## src/include/plc_io_pkg.sv

```systemverilog
// Constants, register map and enumerations for the controller relay and input mapper.
// Assumes a single 100 MHz clock and an APB register bus with 32-bit data.
package plc_io_pkg;
	// ********************************
	// Timing
	// ********************************
	localparam int CLK_PERIOD_NS = 10;
	localparam int MS_NS = 1000000;
	localparam int CYCLES_PER_MS_DFLT = MS_NS / CLK_PERIOD_NS;
	localparam int RATE_W = 7;
	localparam logic [RATE_W-1:0] RATE_MIN_MS = 7'h0a;
	localparam logic [RATE_W-1:0] RATE_MAX_MS = 7'h64;
	localparam int VENT_W = 16;
	// ********************************
	// Sizes and register map
	// ********************************
	localparam int LOC_W = 3;
	localparam int SEL_W = 4;
	localparam int N_RELAY = 4;
	localparam int N_IN = 3;
	localparam int SIG_CNT = 15;
	localparam int ADDR_W = 8;
	localparam logic [ADDR_W-1:0] OFS_CTRL = 8'h00;
	localparam logic [ADDR_W-1:0] OFS_RELAY_SEL = 8'h04;
	localparam logic [ADDR_W-1:0] OFS_INPUT_SEL = 8'h08;
	localparam logic [ADDR_W-1:0] OFS_VENT_DELAY = 8'h0c;
	localparam logic [ADDR_W-1:0] OFS_STATUS = 8'h10;
	localparam int CTRL_LOC_LSB = 0;
	localparam int CTRL_RATE_LSB = 8;
	localparam int RELAY_SEL_STRIDE = 8;
	localparam int IN_SEL_STRIDE = 4;
	localparam int STAT_COIL_LSB = 0;
	localparam int STAT_IN_LSB = 4;
	localparam int STAT_LOCK_BIT = 8;
	localparam int STAT_EXTCAL_BIT = 9;
	localparam int STAT_VENT_LSB = 10;
	localparam logic [31:0] RELAY_SEL_RST = 32'h08080808;
	localparam logic [VENT_W-1:0] VENT_RST = 16'h03e8;
	// ********************************
	// Enumerations
	// ********************************
	typedef enum logic [3:0] {
		SIG_TRIG1 = 4'h0, SIG_ZERO = 4'h1, SIG_READY = 4'h2, SIG_CAL_RUN = 4'h3,
		SIG_CAL_REQ = 4'h4, SIG_FAIL = 4'h5, SIG_WARN = 4'h6, SIG_GAS_BALLAST = 4'h7,
		SIG_OPEN = 4'h8, SIG_CLOSE = 4'h9, SIG_CHART_INVALID = 4'ha, SIG_PUMP_DOWN = 4'hb,
		SIG_STANDBY = 4'hc, SIG_VENTED = 4'hd, SIG_EMISSION = 4'he
	} relay_sig_t;
	typedef enum logic [3:0] {
		FN_NONE = 4'h0, FN_ZERO = 4'h1, FN_START = 4'h2, FN_STOP = 4'h3, FN_PURGE = 4'h4,
		FN_CLEAR = 4'h5, FN_CAL = 4'h6, FN_CAL_INT = 4'h7, FN_CAL_EXT = 4'h8
	} in_func_t;
	typedef enum logic [2:0] {
		LOC_LOCAL = 3'h0, LOC_PLC = 3'h1, LOC_RS232 = 3'h2, LOC_ALL = 3'h3,
		LOC_PANEL_PLUS_CONTROLLER_LOCATION = 3'h4, LOC_LOCAL_RS232 = 3'h5
	} loc_t;
	typedef enum logic [1:0] {
		VENT_IDLE = 2'b00, VENT_HOLD = 2'b01, VENT_DONE = 2'b11
	} vent_state_t;
	// ********************************
	// Functions
	// ********************************
	function automatic logic loc_accepts(input logic [LOC_W-1:0] loc);
		return (loc == LOC_PLC) || (loc == LOC_ALL) || (loc == LOC_PANEL_PLUS_CONTROLLER_LOCATION);
	endfunction
	function automatic logic [RATE_W-1:0] clamp_rate(input logic [RATE_W-1:0] r);
		if (r < RATE_MIN_MS)
			return RATE_MIN_MS;
		if (r > RATE_MAX_MS)
			return RATE_MAX_MS;
		return r;
	endfunction
	function automatic logic [SEL_W-1:0] field4(input logic [31:0] w, input int lsb);
		return w[lsb +: SEL_W];
	endfunction
endpackage

```

## src/verilog/relay_selector.sv

```systemverilog
// One relay output: picks one closed-sense signal and drives the coil from a flop.
// Assumes the sense vector is already in closed-is-one form.
`timescale 1ns/10ps
module relay_selector
	import plc_io_pkg::*;
(
	input wire logic ref_clk,
	input wire logic rst,
	input wire logic [SIG_CNT-1:0] sense_closed,
	input wire relay_sig_t sel,
	output logic coil_r
);
	logic coil_nxt;

	// Codes beyond the table leave the coil released, so the normally-open contact reads open.
	always_comb
	begin
		coil_nxt = 1'b0;
		if (int'(sel) < SIG_CNT)
			coil_nxt = sense_closed[sel];
	end

	always_ff @(posedge ref_clk)
	begin
		if (rst)
			coil_r <= 1'b0;
		else
			coil_r <= coil_nxt;
	end
endmodule // relay_selector

```

## src/verilog/input_sampler.sv

```systemverilog
// Millisecond prescaler, sample-interval timer and edge detector for the control inputs.
// Assumes the inputs are synchronous to ref_clk and the rate is already clamped.
`timescale 1ns/10ps
module input_sampler
	import plc_io_pkg::*;
#(
	parameter int CYCLES_PER_MS = CYCLES_PER_MS_DFLT
)
(
	input wire logic ref_clk,
	input wire logic rst,
	input wire logic [RATE_W-1:0] rate_ms,
	input wire logic [N_IN-1:0] pins,
	output logic ms_tick_r,
	output logic [N_IN-1:0] level_r,
	output logic [N_IN-1:0] rise_r,
	output logic [N_IN-1:0] fall_r
);
	localparam int PRE_W = $clog2(CYCLES_PER_MS + 1);
	logic [PRE_W-1:0] pre_r;
	logic [RATE_W-1:0] ivl_r;
	logic sample;

	always_ff @(posedge ref_clk)
	begin
		if (rst || pre_r == PRE_W'(CYCLES_PER_MS - 1))
			pre_r <= '0;
		else
			pre_r <= pre_r + 1'b1;
	end

	always_ff @(posedge ref_clk)
	begin
		if (rst)
			ms_tick_r <= 1'b0;
		else
			ms_tick_r <= (pre_r == PRE_W'(CYCLES_PER_MS - 1));
	end

	// A shortened rate takes effect at once; the running interval is cut, never stretched.
	assign sample = ms_tick_r && (ivl_r >= rate_ms - 1'b1);

	always_ff @(posedge ref_clk)
	begin
		if (rst || sample)
			ivl_r <= '0;
		else if (ms_tick_r)
			ivl_r <= ivl_r + 1'b1;
	end

	always_ff @(posedge ref_clk)
	begin
		if (rst)
		begin
			level_r <= '0;
			rise_r <= '0;
			fall_r <= '0;
		end
		else
		begin
			rise_r <= sample ? (pins & ~level_r) : '0;
			fall_r <= sample ? (~pins & level_r) : '0;
			if (sample)
				level_r <= pins;
		end
	end
endmodule // input_sampler

```

## src/verilog/plc_relay_io_mapper.sv

```systemverilog
// Top of the controller relay and input mapper: APB registers, relay mapping, input decode.
// Assumes machine state arrives as synchronous levels and events leave as one-cycle pulses.
`timescale 1ns/10ps
module plc_relay_io_mapper
	import plc_io_pkg::*;
#(
	parameter int CYCLES_PER_MS = CYCLES_PER_MS_DFLT
)
(
	input wire logic ref_clk,
	input wire logic rst,
	input wire logic psel,
	input wire logic penable,
	input wire logic pwrite,
	input wire logic [ADDR_W-1:0] paddr,
	input wire logic [31:0] pwdata,
	output logic [31:0] prdata,
	output logic pready,
	output logic pslverr,
	input wire logic [N_IN-1:0] plc_in,
	input wire logic leak_over_trig1,
	input wire logic measuring,
	input wire logic zero_running,
	input wire logic emission_on,
	input wire logic error_present,
	input wire logic cal_running,
	input wire logic cal_request,
	input wire logic error_shown,
	input wire logic warning_shown,
	input wire logic gas_ballast_on,
	input wire logic recorder_invalid,
	input wire logic recorder_lr_mode,
	input wire logic evacuating,
	input wire logic standby_mode,
	input wire logic vent_mode,
	output logic [N_RELAY-1:0] relay_coil,
	output logic local_lockout,
	output logic zero_on_r,
	output logic zero_off_r,
	output logic start_r,
	output logic stop_r,
	output logic vent_r,
	output logic purge_on_r,
	output logic purge_off_r,
	output logic clear_err_r,
	output logic cal_int_r,
	output logic cal_ext_r,
	output logic cal_confirm_r
);
	// ********************************
	// Registers and bus slave
	// ********************************
	logic [LOC_W-1:0] loc_r;
	logic [RATE_W-1:0] rate_r;
	logic [31:0] relay_sel_r, in_sel_r, prdata_r, rd_nxt;
	logic [VENT_W-1:0] vent_delay_r, vent_cnt_r;
	logic setup_ph, wr_ph, accept, ext_cal_r, ms_tick;
	vent_state_t vent_st_r, vent_st_nxt;
	logic [N_IN-1:0] level, rise, fall;
	logic [SIG_CNT-1:0] sense;
	logic ev_zero_on, ev_zero_off, ev_start, ev_stop, ev_purge_on, ev_purge_off;
	logic ev_clear, ev_cal_int, ev_cal_ext, cal_rise, confirm_fall, stop_lvl;
	function automatic logic addr_mapped(input logic [ADDR_W-1:0] a);
		return (a == OFS_CTRL) || (a == OFS_RELAY_SEL) || (a == OFS_INPUT_SEL) ||
			(a == OFS_VENT_DELAY) || (a == OFS_STATUS);
	endfunction
	assign setup_ph = psel && !penable;
	assign wr_ph = psel && penable && pwrite && addr_mapped(paddr);
	// Every access completes at the first access cycle, so no wait states exist.
	assign pready = 1'b1;
	assign pslverr = psel && penable && !addr_mapped(paddr);
	assign prdata = prdata_r;
	always_ff @(posedge ref_clk)
	begin
		if (rst)
		begin
			loc_r <= LOC_LOCAL;
			rate_r <= RATE_MIN_MS;
		end
		else if (wr_ph && paddr == OFS_CTRL)
		begin
			loc_r <= pwdata[CTRL_LOC_LSB +: LOC_W];
			rate_r <= clamp_rate(pwdata[CTRL_RATE_LSB +: RATE_W]);
		end
	end
	always_ff @(posedge ref_clk)
	begin
		if (rst)
			relay_sel_r <= RELAY_SEL_RST;
		else if (wr_ph && paddr == OFS_RELAY_SEL)
			relay_sel_r <= pwdata;
	end
	always_ff @(posedge ref_clk)
	begin
		if (rst)
			in_sel_r <= '0;
		else if (wr_ph && paddr == OFS_INPUT_SEL)
			in_sel_r <= pwdata;
	end
	always_ff @(posedge ref_clk)
	begin
		if (rst)
			vent_delay_r <= VENT_RST;
		else if (wr_ph && paddr == OFS_VENT_DELAY)
			vent_delay_r <= pwdata[VENT_W-1:0];
	end
	always_comb
	begin
		rd_nxt = '0;
		case (paddr)
			OFS_CTRL:
			begin
				rd_nxt[CTRL_LOC_LSB +: LOC_W] = loc_r;
				rd_nxt[CTRL_RATE_LSB +: RATE_W] = rate_r;
			end
			OFS_RELAY_SEL: rd_nxt = relay_sel_r;
			OFS_INPUT_SEL: rd_nxt = in_sel_r;
			OFS_VENT_DELAY: rd_nxt[VENT_W-1:0] = vent_delay_r;
			OFS_STATUS:
			begin
				rd_nxt[STAT_COIL_LSB +: N_RELAY] = relay_coil;
				rd_nxt[STAT_IN_LSB +: N_IN] = level;
				rd_nxt[STAT_LOCK_BIT] = local_lockout;
				rd_nxt[STAT_EXTCAL_BIT] = ext_cal_r;
				rd_nxt[STAT_VENT_LSB +: $bits(vent_state_t)] = vent_st_r;
			end
			default: rd_nxt = '0;
		endcase
	end
	// Read data is captured in the setup cycle so it stands from a flop during the access cycle.
	always_ff @(posedge ref_clk)
	begin
		if (rst)
			prdata_r <= '0;
		else if (setup_ph)
			prdata_r <= pwrite ? 32'h00000000 : rd_nxt;
	end
	// ********************************
	// Relay outputs
	// ********************************
	always_comb
	begin
		sense = '0;
		sense[SIG_TRIG1] = measuring && !leak_over_trig1;
		sense[SIG_ZERO] = zero_running;
		sense[SIG_READY] = emission_on && !error_present;
		sense[SIG_CAL_RUN] = cal_running;
		sense[SIG_CAL_REQ] = !cal_request;
		sense[SIG_FAIL] = !error_shown;
		sense[SIG_WARN] = !warning_shown;
		sense[SIG_GAS_BALLAST] = gas_ballast_on;
		sense[SIG_OPEN] = 1'b0;
		sense[SIG_CLOSE] = 1'b1;
		sense[SIG_CHART_INVALID] = recorder_invalid && recorder_lr_mode;
		sense[SIG_PUMP_DOWN] = !evacuating;
		sense[SIG_STANDBY] = !(standby_mode || vent_mode);
		sense[SIG_VENTED] = !vent_mode;
		sense[SIG_EMISSION] = !emission_on;
	end
	for (genvar g = 0; g < N_RELAY; g++)
	begin : g_relay
		relay_selector u_sel (
			.ref_clk(ref_clk),
			.rst(rst),
			.sense_closed(sense),
			.sel(relay_sig_t'(field4(relay_sel_r, g * RELAY_SEL_STRIDE))),
			.coil_r(relay_coil[g])
		);
	end
	// ********************************
	// Control inputs
	// ********************************
	input_sampler #(
		.CYCLES_PER_MS(CYCLES_PER_MS)
	) u_samp (
		.ref_clk(ref_clk),
		.rst(rst),
		.rate_ms(rate_r),
		.pins(plc_in),
		.ms_tick_r(ms_tick),
		.level_r(level),
		.rise_r(rise),
		.fall_r(fall)
	);
	assign accept = loc_accepts(loc_r);
	assign local_lockout = (loc_r == LOC_PLC);
	// Several inputs may carry the same function; their edges are merged into one pulse.
	always_comb
	begin
		{ev_zero_on, ev_zero_off, ev_start, ev_stop, ev_purge_on, ev_purge_off} = '0;
		{ev_clear, ev_cal_int, ev_cal_ext, cal_rise, confirm_fall, stop_lvl} = '0;
		for (int i = 0; i < N_IN; i++)
		begin
			case (in_func_t'(field4(in_sel_r, i * IN_SEL_STRIDE)))
				FN_ZERO:
				begin
					ev_zero_on |= rise[i];
					ev_zero_off |= fall[i];
				end
				FN_START: ev_start |= rise[i];
				FN_STOP:
				begin
					ev_stop |= rise[i];
					stop_lvl |= level[i];
				end
				FN_PURGE:
				begin
					ev_purge_on |= rise[i];
					ev_purge_off |= fall[i];
				end
				FN_CLEAR: ev_clear |= rise[i];
				FN_CAL:
				begin
					cal_rise |= rise[i];
					confirm_fall |= fall[i];
				end
				FN_CAL_INT: ev_cal_int |= rise[i];
				FN_CAL_EXT:
				begin
					ev_cal_ext |= rise[i];
					confirm_fall |= fall[i];
				end
				default: ;
			endcase
		end
		ev_cal_int |= cal_rise && standby_mode;
		ev_cal_ext |= cal_rise && !standby_mode && measuring;
	end
	always_ff @(posedge ref_clk)
	begin
		if (rst)
		begin
			{zero_on_r, zero_off_r, start_r, stop_r, purge_on_r} <= '0;
			{purge_off_r, clear_err_r, cal_int_r, cal_ext_r, cal_confirm_r} <= '0;
		end
		else
		begin
			zero_on_r <= ev_zero_on && accept;
			zero_off_r <= ev_zero_off && accept;
			start_r <= ev_start && accept;
			stop_r <= ev_stop && accept;
			purge_on_r <= ev_purge_on && accept;
			purge_off_r <= ev_purge_off && accept;
			clear_err_r <= ev_clear && accept;
			cal_int_r <= ev_cal_int && accept;
			cal_ext_r <= ev_cal_ext && accept;
			cal_confirm_r <= confirm_fall && ext_cal_r && accept;
		end
	end
	// Confirmation is only meaningful after an external run was started; a new start wins.
	always_ff @(posedge ref_clk)
	begin
		if (rst)
			ext_cal_r <= 1'b0;
		else if (ev_cal_ext && accept)
			ext_cal_r <= 1'b1;
		else if (confirm_fall && accept)
			ext_cal_r <= 1'b0;
	end
	// ********************************
	// Stop hold and vent
	// ********************************
	always_comb
	begin
		vent_st_nxt = vent_st_r;
		case (vent_st_r)
			VENT_IDLE:
				if (ev_stop && accept)
					vent_st_nxt = VENT_HOLD;
			VENT_HOLD:
				if (!(stop_lvl && accept))
					vent_st_nxt = VENT_IDLE;
				else if (ms_tick && vent_cnt_r >= vent_delay_r)
					vent_st_nxt = VENT_DONE;
			VENT_DONE:
				if (!(stop_lvl && accept))
					vent_st_nxt = VENT_IDLE;
			default: vent_st_nxt = VENT_IDLE;
		endcase
	end
	always_ff @(posedge ref_clk)
	begin
		if (rst)
			vent_st_r <= VENT_IDLE;
		else
			vent_st_r <= vent_st_nxt;
	end
	always_ff @(posedge ref_clk)
	begin
		if (rst || vent_st_r != VENT_HOLD)
			vent_cnt_r <= '0;
		else if (ms_tick && vent_cnt_r != {VENT_W{1'b1}})
			vent_cnt_r <= vent_cnt_r + 1'b1;
	end
	always_ff @(posedge ref_clk)
	begin
		if (rst)
			vent_r <= 1'b0;
		else
			vent_r <= (vent_st_r == VENT_HOLD) && (vent_st_nxt == VENT_DONE);
	end
endmodule // plc_relay_io_mapper

```

## config.mk

```make
export PLATFORM = sky130hd
export DESIGN_NAME = plc_relay_io_mapper
export DESIGN_NICKNAME = d
export VERILOG_FILES = /design/src/include/plc_io_pkg.sv /design/src/verilog/relay_selector.sv /design/src/verilog/input_sampler.sv /design/src/verilog/plc_relay_io_mapper.sv
export SDC_FILE = /design/constraint.sdc
export NUM_CORES = 1
export LEC_CHECK = 0
export BUFFER_PORTS_ARGS = -buffer_cell sky130_fd_sc_hd__buf_4
export CAP_MARGIN = 20
export CORE_MARGIN = 2
export CORE_UTILIZATION = 45
export CTS_CLUSTER_SIZE = 30
export DETAILED_ROUTE_END_ITERATION = 10
export HOLD_SLACK_MARGIN = 0.05
export PLACE_DENSITY = 0.67
export SYNTH_ARGS = -nofsm -noshare
export SYNTH_HDL_FRONTEND = slang
export SYNTH_SLANG_ARGS = --single-unit
```

## constraint.sdc

```tcl
create_clock -name ref_clk -period 2.4 [get_ports ref_clk]
set_clock_uncertainty 0.1 [all_clocks]
set_input_delay 0.36 -clock ref_clk [delete_from_list [all_inputs] [get_ports ref_clk]]
set_output_delay 0.36 -clock ref_clk [all_outputs]
set_load 0.01 [all_outputs]
```

==> out/results.txt, run 1 <==
Outcome: complete, but fails checks
Failing checks: setup timing
ANT nets after route: 0
Die Area: 0.0215 mm²
Largest stage delay on the critical path: 0.38 ns
Count of cell types in the netlist: 69
CP Class: register to register
Share of layout cells above drive strength 1: 0.195
Max-Cap Viols: 0
Vias in the first global route: 7662
Clk buf depth: 2
Yosys Warn Count: 0
Chip Height: 147 µm
CP Depth: 10
Synth top cells by count: nand2_1, dfxtp_1, a21oi_1, nor2_1, clkbuf_1
Fin area: 0.0111 mm²
Worst-path clk slew: 0.08 ns
Most common cell on crit path: nand2_1
Clock Sinks: 190
Sequential-to-total area share from yosys stat: 0.415
Initial antenna violation count: 0
GPL Wtd Cong: 0.890
Clk_lat worst skew: 0.44 ns
Max-slew violation count: 0
First-pass GRT wire length: 40.5 mm
Via density: 5.72
DRT iter0 DRCs: 585
Buffers & Inverters on Critical Path: 1
Die width: 147 µm
Detailed placement HPWL: 18.3 mm
CTS tree: built
Vias: 8466
Number of flops mapped to enable cells by yosys: 0
Area growth, synth to finish: 21.0%
Grt ovf: 0
Worst Path Max Fanout: 3
Post-Layout Cell Count: 1481
Root Buffer: clkbuf_16
Post-synth top area share: 0.415
Post-synthesis area per instance: 8.32 µm²
FMAX: 408 MHz
Total Neg Setup Slack: -0.143 ns
Power Dens Cells: 566 mW/mm²
Worst Hold Depth: 3
H-Tree Level Count: 4
CP arrival: 2.71 ns
Global Route Usage Sum: 0.235
Crit start category: register
Final min period: 2.45 ns
Top Family by Delay on Critical Path: simple AND/OR/NAND/NOR gates
CP Data Required Time: 2.66 ns
Core Footprint: 0.0201 mm²
Drt total wl: 25.8 mm
Relative slew margins: 0.295
Slew @ Worst Pin: 1.06 ns
Average routed wire per standard cell: 17.4 µm
Worst Slack Setup Final: -0.0490 ns
Async set-reset flop share out of synthesis: 0
Ports: 113
Worst vdd ir: 0.554 mV
Post-synth net total: 1193
Synthesis-stage register bit count: 190
Largest net degree at the start of global routing: 53
Row cnt: 52
Count of final setup violators: 8
Main area contributors after synthesis: dfxtp_1, nand2_1, a21oi_1
# nets final: 1288
Netlist Area Pre-Place: 0.00917 mm²
PortBufs: 111
Top_reg_cell synth: dfxtp_1
CTS Buf Count: 17
CP max-delay cell: or3_4
Final Hold Viols: 0
Crit end category: register
Crit-path cells: buf_6 -> nor3_4 -> nand2_1 -> xor2_1 -> ha_1 -> nand4_1 -> or3_4 -> o32ai_4 -> nand2_1 -> o21ai_1
# diodes: 0
Fillers: 1891
Detailed-router iteration count before antenna repair: 5
P_leak: 4.10 nW
DRC viols: 0
Cell count after synthesis: 1103
Worst Hold Class: input port to register
Most common cell in the synthesized netlist: nand2_1
Initial cell density of the core: 0.456
Period utilization: 1.02
Synth area leader: dfxtp_1
RSZ-0062 raised after global routing: true
Placed insts: 1443
FF-to-FF path depth: 10
DP Area: 0.0103 mm²
final timing paths:
check	slack (ns)	end	start
max	-0.05	u_samp.level_r[2]	rate_r[0]
min	0.07	in_sel_r[28]	pwdata[28]
max reg2reg	-0.05	u_samp.level_r[2]	rate_r[0]
min reg2reg	0.35	in_sel_r[28]	in_sel_r[28]
power breakdown:
group	total (mW)	internal, mW	switching, mW	leakage (nW)
combinational	0.325	0.133	0.192	2.29
clock	2.80	1.46	1.33	0.282
sequential	3.16	3.15	0.00595	1.53
total	6.28	4.75	1.53	4.10
cell usage in the layout, fill, tap and decap left out, types with 20 or more instances in the layout:
cell type  synthesis  final
a21oi_1          103    103
a22o_1            23     23
a22oi_1           32     32
buf_4             10    140
dfxtp_1          190    188
ha_1              27     26
inv_1             36     34
mux2i_1           21     21
nand2_1          191    189
nand3_1           32     32
nor2_1           103     98
o21ai_0           27     24
xnor2_1           20     20
tightest hold or removal path, cell delays in order:
cell	delay, ns
buf_4	0.11
nand2_1	0.05
a21oi_1	0.05
layer usage:
layer | GRT usage | vias up | part of all wire
li1 | - | 4068 | -
met1 | 0.320 | 4009 | 0.44
met2 | 0.375 | 342 | 0.47
met3 | 0.0522 | 47 | 0.075
met4 | 0.0714 | 0 | 0.019
met5 | 0 | - | 0
cell families after synthesis:
kind of cell,after synthesis,share of synthesized area
simple gates,457,0.237
other cells,1,0.000409
buf+inv,112,0.0535
flops,190,0.415
compound gates,245,0.170
fa+ha+maj,27,0.0368
mux,35,0.0536
xor+xnor,36,0.0344
timing repair:
item / 4_1_cts / 5_1_grt
gates resized for setup: 6 / 32
pin swaps: 0 / 20
endpoints found under the setup margin: 16 / 16
hold buffers: 3 / 0
setup buffers: 0 / 3
cloned: 0 / 0
hold endpoints to repair: 4 / 0
through the flow:
stage	worst slack [ns]	utilization	power (mW)	hold slack [ns]
global placement	-0.0295	0.513	3.54	0.335
finish	-0.0490	0.552	6.28	0.0691
detailed placement	-0.0767	0.513	3.54	0.343
global route	-0.179	0.552	6.49	0.0557
floorplan	0.0342	-	3.38	0.326
CTS	0.0161	0.545	6.31	0.0586
flip-flops by register name, summed over array words and instances, names as in the netlist, 3 cells and up:
signal	count
u_samp.level_r	3
u_samp.rise_r	3
g_relay.u_sel.coil_r	4
loc_r	3
u_samp.ivl_r	7
relay_sel_r	32
u_samp.pre_r	17
prdata	32
in_sel_r	32
rate_r	7
vent_cnt_r	16
u_samp.fall_r	3
vent_delay_r	16
layout make-up:
| type | count | area (µm²) | area share |
|---|---|---|---|
| multi-input combinational | 801 | 5020 | 0.452 |
| sequential | 190 | 3810 | 0.343 |
| timing repair buffer | 152 | 1230 | 0.110 |
| clock buffer | 17 | 425 | 0.0383 |
| tap | 270 | 338 | 0.0304 |
| clock inverter | 15 | 150 | 0.0135 |
| inverter | 36 | 135 | 0.0122 |
Note: power is estimated with default switching activity, not from simulation.
==> run 2, diff against run 1 <==
--- a/config.mk
+++ b/config.mk
@@ -8,11 +8,11 @@
 export BUFFER_PORTS_ARGS = -buffer_cell sky130_fd_sc_hd__buf_4
 export CAP_MARGIN = 20
 export CORE_MARGIN = 2
-export CORE_UTILIZATION = 45
-export CTS_CLUSTER_SIZE = 30
+export CORE_UTILIZATION = 53
+export CTS_CLUSTER_SIZE = 20
 export DETAILED_ROUTE_END_ITERATION = 10
 export HOLD_SLACK_MARGIN = 0.05
-export PLACE_DENSITY = 0.67
+export PLACE_DENSITY = 0.77
 export SYNTH_ARGS = -nofsm -noshare
 export SYNTH_HDL_FRONTEND = slang
 export SYNTH_SLANG_ARGS = --single-unit
==> run 2 against run 1 <==
The run still ends with setup timing left. Sequential share of layout area is 0.054 points higher. Utilization up 9.6 points. Flip-flop and latch count is the same. Non-clock buffer count grew 2. Worst setup slack worse by 0.032 ns. Total power grew 3.6%. Die area decreased by 15%. Combinational power fell by 2%. Clock power rose by 8.2%. Register-to-register slack got worse by 0.03 ns. Hold slack worse by 0.00089 ns.
==> out/results.txt, run 2 (synthesized netlist as in run 1, its figures left out) <==
Vias in the first global route: 8048 (was 7662)
Placed insts: 1396 (was 1443)
Post-Layout Cell Count: 1439 (was 1481)
Grt ovf: 0 (unchanged)
PortBufs: 111 (unchanged)
FMAX: 403 MHz (was 408 MHz)
Count of final setup violators: 15 (was 8)
Area of the multi-input gates: 0.00503 mm² (was 0.00502 mm²)
Top Family by Delay on Critical Path: simple AND/OR/NAND/NOR gates (unchanged)
DRC viols: 0 (unchanged)
GPL Wtd Cong: 0.920 (was 0.890)
Clk_lat worst skew: 0.44 ns (about the same)
Slew @ Worst Pin: 1.11 ns (was 1.06 ns)
Total Neg Setup Slack: -0.726 ns (was -0.143 ns)
Crit-path cells: inv_2 -> ha_4 -> nand2_4 -> nor3_4 -> xnor2_2 -> ha_1 -> nand4_1 -> or3_1 -> o21a_1 -> buf_6 -> nand2b_4 -> o21ai_1 (was buf_6 -> nor3_4 -> nand2_1 -> xor2_1 -> ha_1 -> nand4_1 -> or3_4 -> o32ai_4 -> nand2_1 -> o21ai_1)
CP arrival: 2.71 ns (about the same)
CP Class: register to register (unchanged)
Root Buffer: clkbuf_16 (unchanged)
# diodes: 0 (unchanged)
Initial cell density of the core: 0.536 (was 0.456)
Max-slew violation count: 0 (unchanged)
Relative slew margins: 0.262 (was 0.295)
Die Area: 0.0184 mm² (was 0.0215 mm²)
Vias: 8561 (was 8466)
Largest stage delay on the critical path: 0.41 ns (was 0.38 ns)
CTS tree: built (unchanged)
Period utilization: 1.03 (was 1.02)
Worst-path clk slew: 0.07 ns (was 0.08 ns)
RSZ-0062 raised after global routing: true (unchanged)
Commonest cells after routing, fill and taps aside: nand2_1, dfxtp_1, buf_4 (unchanged)
Drt total wl: 25.9 mm (was 25.8 mm)
Commonest non-fill, non-tap cell in the layout: nand2_1 (unchanged)
Clock Sinks: 190 (unchanged)
Average routed wire per standard cell: 18.0 µm (was 17.4 µm)
Fillers: 1452 (was 1891)
Buffers & Inverters on Critical Path: 2 (was 1)
Outcome: complete, but fails checks (unchanged)
Final Hold Viols: 0 (unchanged)
Global Route Usage Sum: 0.283 (was 0.235)
DRT iter0 DRCs: 734 (was 585)
Detailed-router iteration count before antenna repair: 5 (unchanged)
Worst Hold Slack: 0.0682 ns (was 0.0691 ns)
Ports: 113 (unchanged)
CP max-delay cell: or3_1 (was or3_4)
Row cnt: 48 (was 52)
Via density: 5.95 (was 5.72)
Worst Slack Setup Final: -0.0810 ns (was -0.0490 ns)
Area growth, synth to finish: 20.8% (was 21.0%)
Failing checks: setup timing (unchanged)
Clk buf depth: 2 (unchanged)
Chip Height: 136 µm (was 147 µm)
Detailed placement HPWL: 17.9 mm (was 18.3 mm)
Crit start category: register (unchanged)
CP Data Required Time: 2.63 ns (was 2.66 ns)
Initial antenna violation count: 0 (unchanged)
Power Dens Cells: 588 mW/mm² (was 566 mW/mm²)
Final min period: 2.48 ns (was 2.45 ns)
Die width: 136 µm (was 147 µm)
Max-Cap Viols: 0 (unchanged)
Dpl ws: -0.140 ns (was -0.0767 ns)
Core Footprint: 0.0171 mm² (was 0.0201 mm²)
Worst Path Max Fanout: 5 (was 3)
Worst vdd ir: 0.551 mV (was 0.554 mV)
# nets final: 1291 (was 1288)
Reg area: 0.00381 mm² (about the same)
First-pass GRT wire length: 40.9 mm (was 40.5 mm)
H-Tree Level Count: 4 (unchanged)
Share of layout cells above drive strength 1: 0.196 (was 0.195)
Largest net degree at the start of global routing: 75 (was 53)
P_leak: 4.13 nW (was 4.10 nW)
Worst Hold Class: input port to register (unchanged)
ANT nets after route: 0 (unchanged)
Crit end category: register (unchanged)
CTS Buf Count: 17 (unchanged)
==> run 2: cell types whose count changed in the layout (fill, tap and decap cells not counted), sizes merged <==
cell and change:
nand2b +1, bufinv +3, buf +1, clkinvlp +4, inv -5, clkbuf +1, dlygate4sd3 +1, clkinv -3
==> run 2: per-stage QoR <==
stage | power [mW] | utilization | area, µm²
after global routing | 6.69 | 0.648 | 11100
final | 6.51 | 0.648 | 11100
after floorplan | 3.38 | - | 9170
after detailed placement | 3.53 | 0.596 | 10200
after global placement | 3.53 | 0.596 | 10200
after CTS | 6.52 | 0.643 | 11000
==> run 2: worst reg2reg max path: stages, from the launching register on <==
cell and delay (ns):
dfxtp_2 0.32, inv_2 0.08, ha_4 0.15, nand2_4 0.06, nor3_4 0.17, xnor2_2 0.10
ha_1 0.31, nand4_1 0.14, or3_1 0.41, o21a_1 0.23, buf_6 0.15, nand2b_4 0.10
o21ai_1 0.07
==> run 2: routing by layer <==
| layer | vias to the layer above | GRT usage | share of wire | wire, µm |
|---|---|---|---|---|
| met5 | - | 0 | 0 | 0 |
| met4 | 0 | 0.122 | 0.036 | 929 |
| met3 | 63 | 0.0617 | 0.079 | 2040 |
| met2 | 367 | 0.464 | 0.48 | 12300 |
| met1 | 4062 | 0.360 | 0.41 | 10600 |
| li1 | 4069 | - | - | - |
==> run 2: path summary, 6_finish.rpt <==
| path | from | end | slack [ns] | depth (start not counted) |
|---|---|---|---|---|
| max | rate_r[0] | u_samp.level_r[2] | -0.08 | 12 |
| min | pwdata[5] | vent_delay_r[5] | 0.07 | 2 |
| max reg2reg | rate_r[0] | u_samp.level_r[2] | -0.08 | 12 |
| min reg2reg | in_sel_r[16] | in_sel_r[16] | 0.35 | 2 |
==> run 2: timing repair <==
action	CTS	global route
hold endpoints to repair	4	0
hold buffers	4	0
resized for setup	22	15
setup endpoints to repair	16	16
cloned	1	0
pin swaps	8	12
setup buffers	4	2
==> run 2: power breakdown <==
| part | total, mW | internal, mW | switching (mW) |
|---|---|---|---|
| sequential | 3.16 | 3.16 | 0.00591 |
| combinational | 0.317 | 0.130 | 0.187 |
| clock | 3.03 | 1.77 | 1.26 |
==> run 2: layout make-up <==
type,instances,share of cell area
Multi-Input combinational cell,802,0.454
Sequential cell,190,0.343
Clock inverter,14,0.0172
Timing Repair Buffer,154,0.108
Inverter,36,0.0122
Clock buffer,18,0.0396
Tap cell,225,0.0254
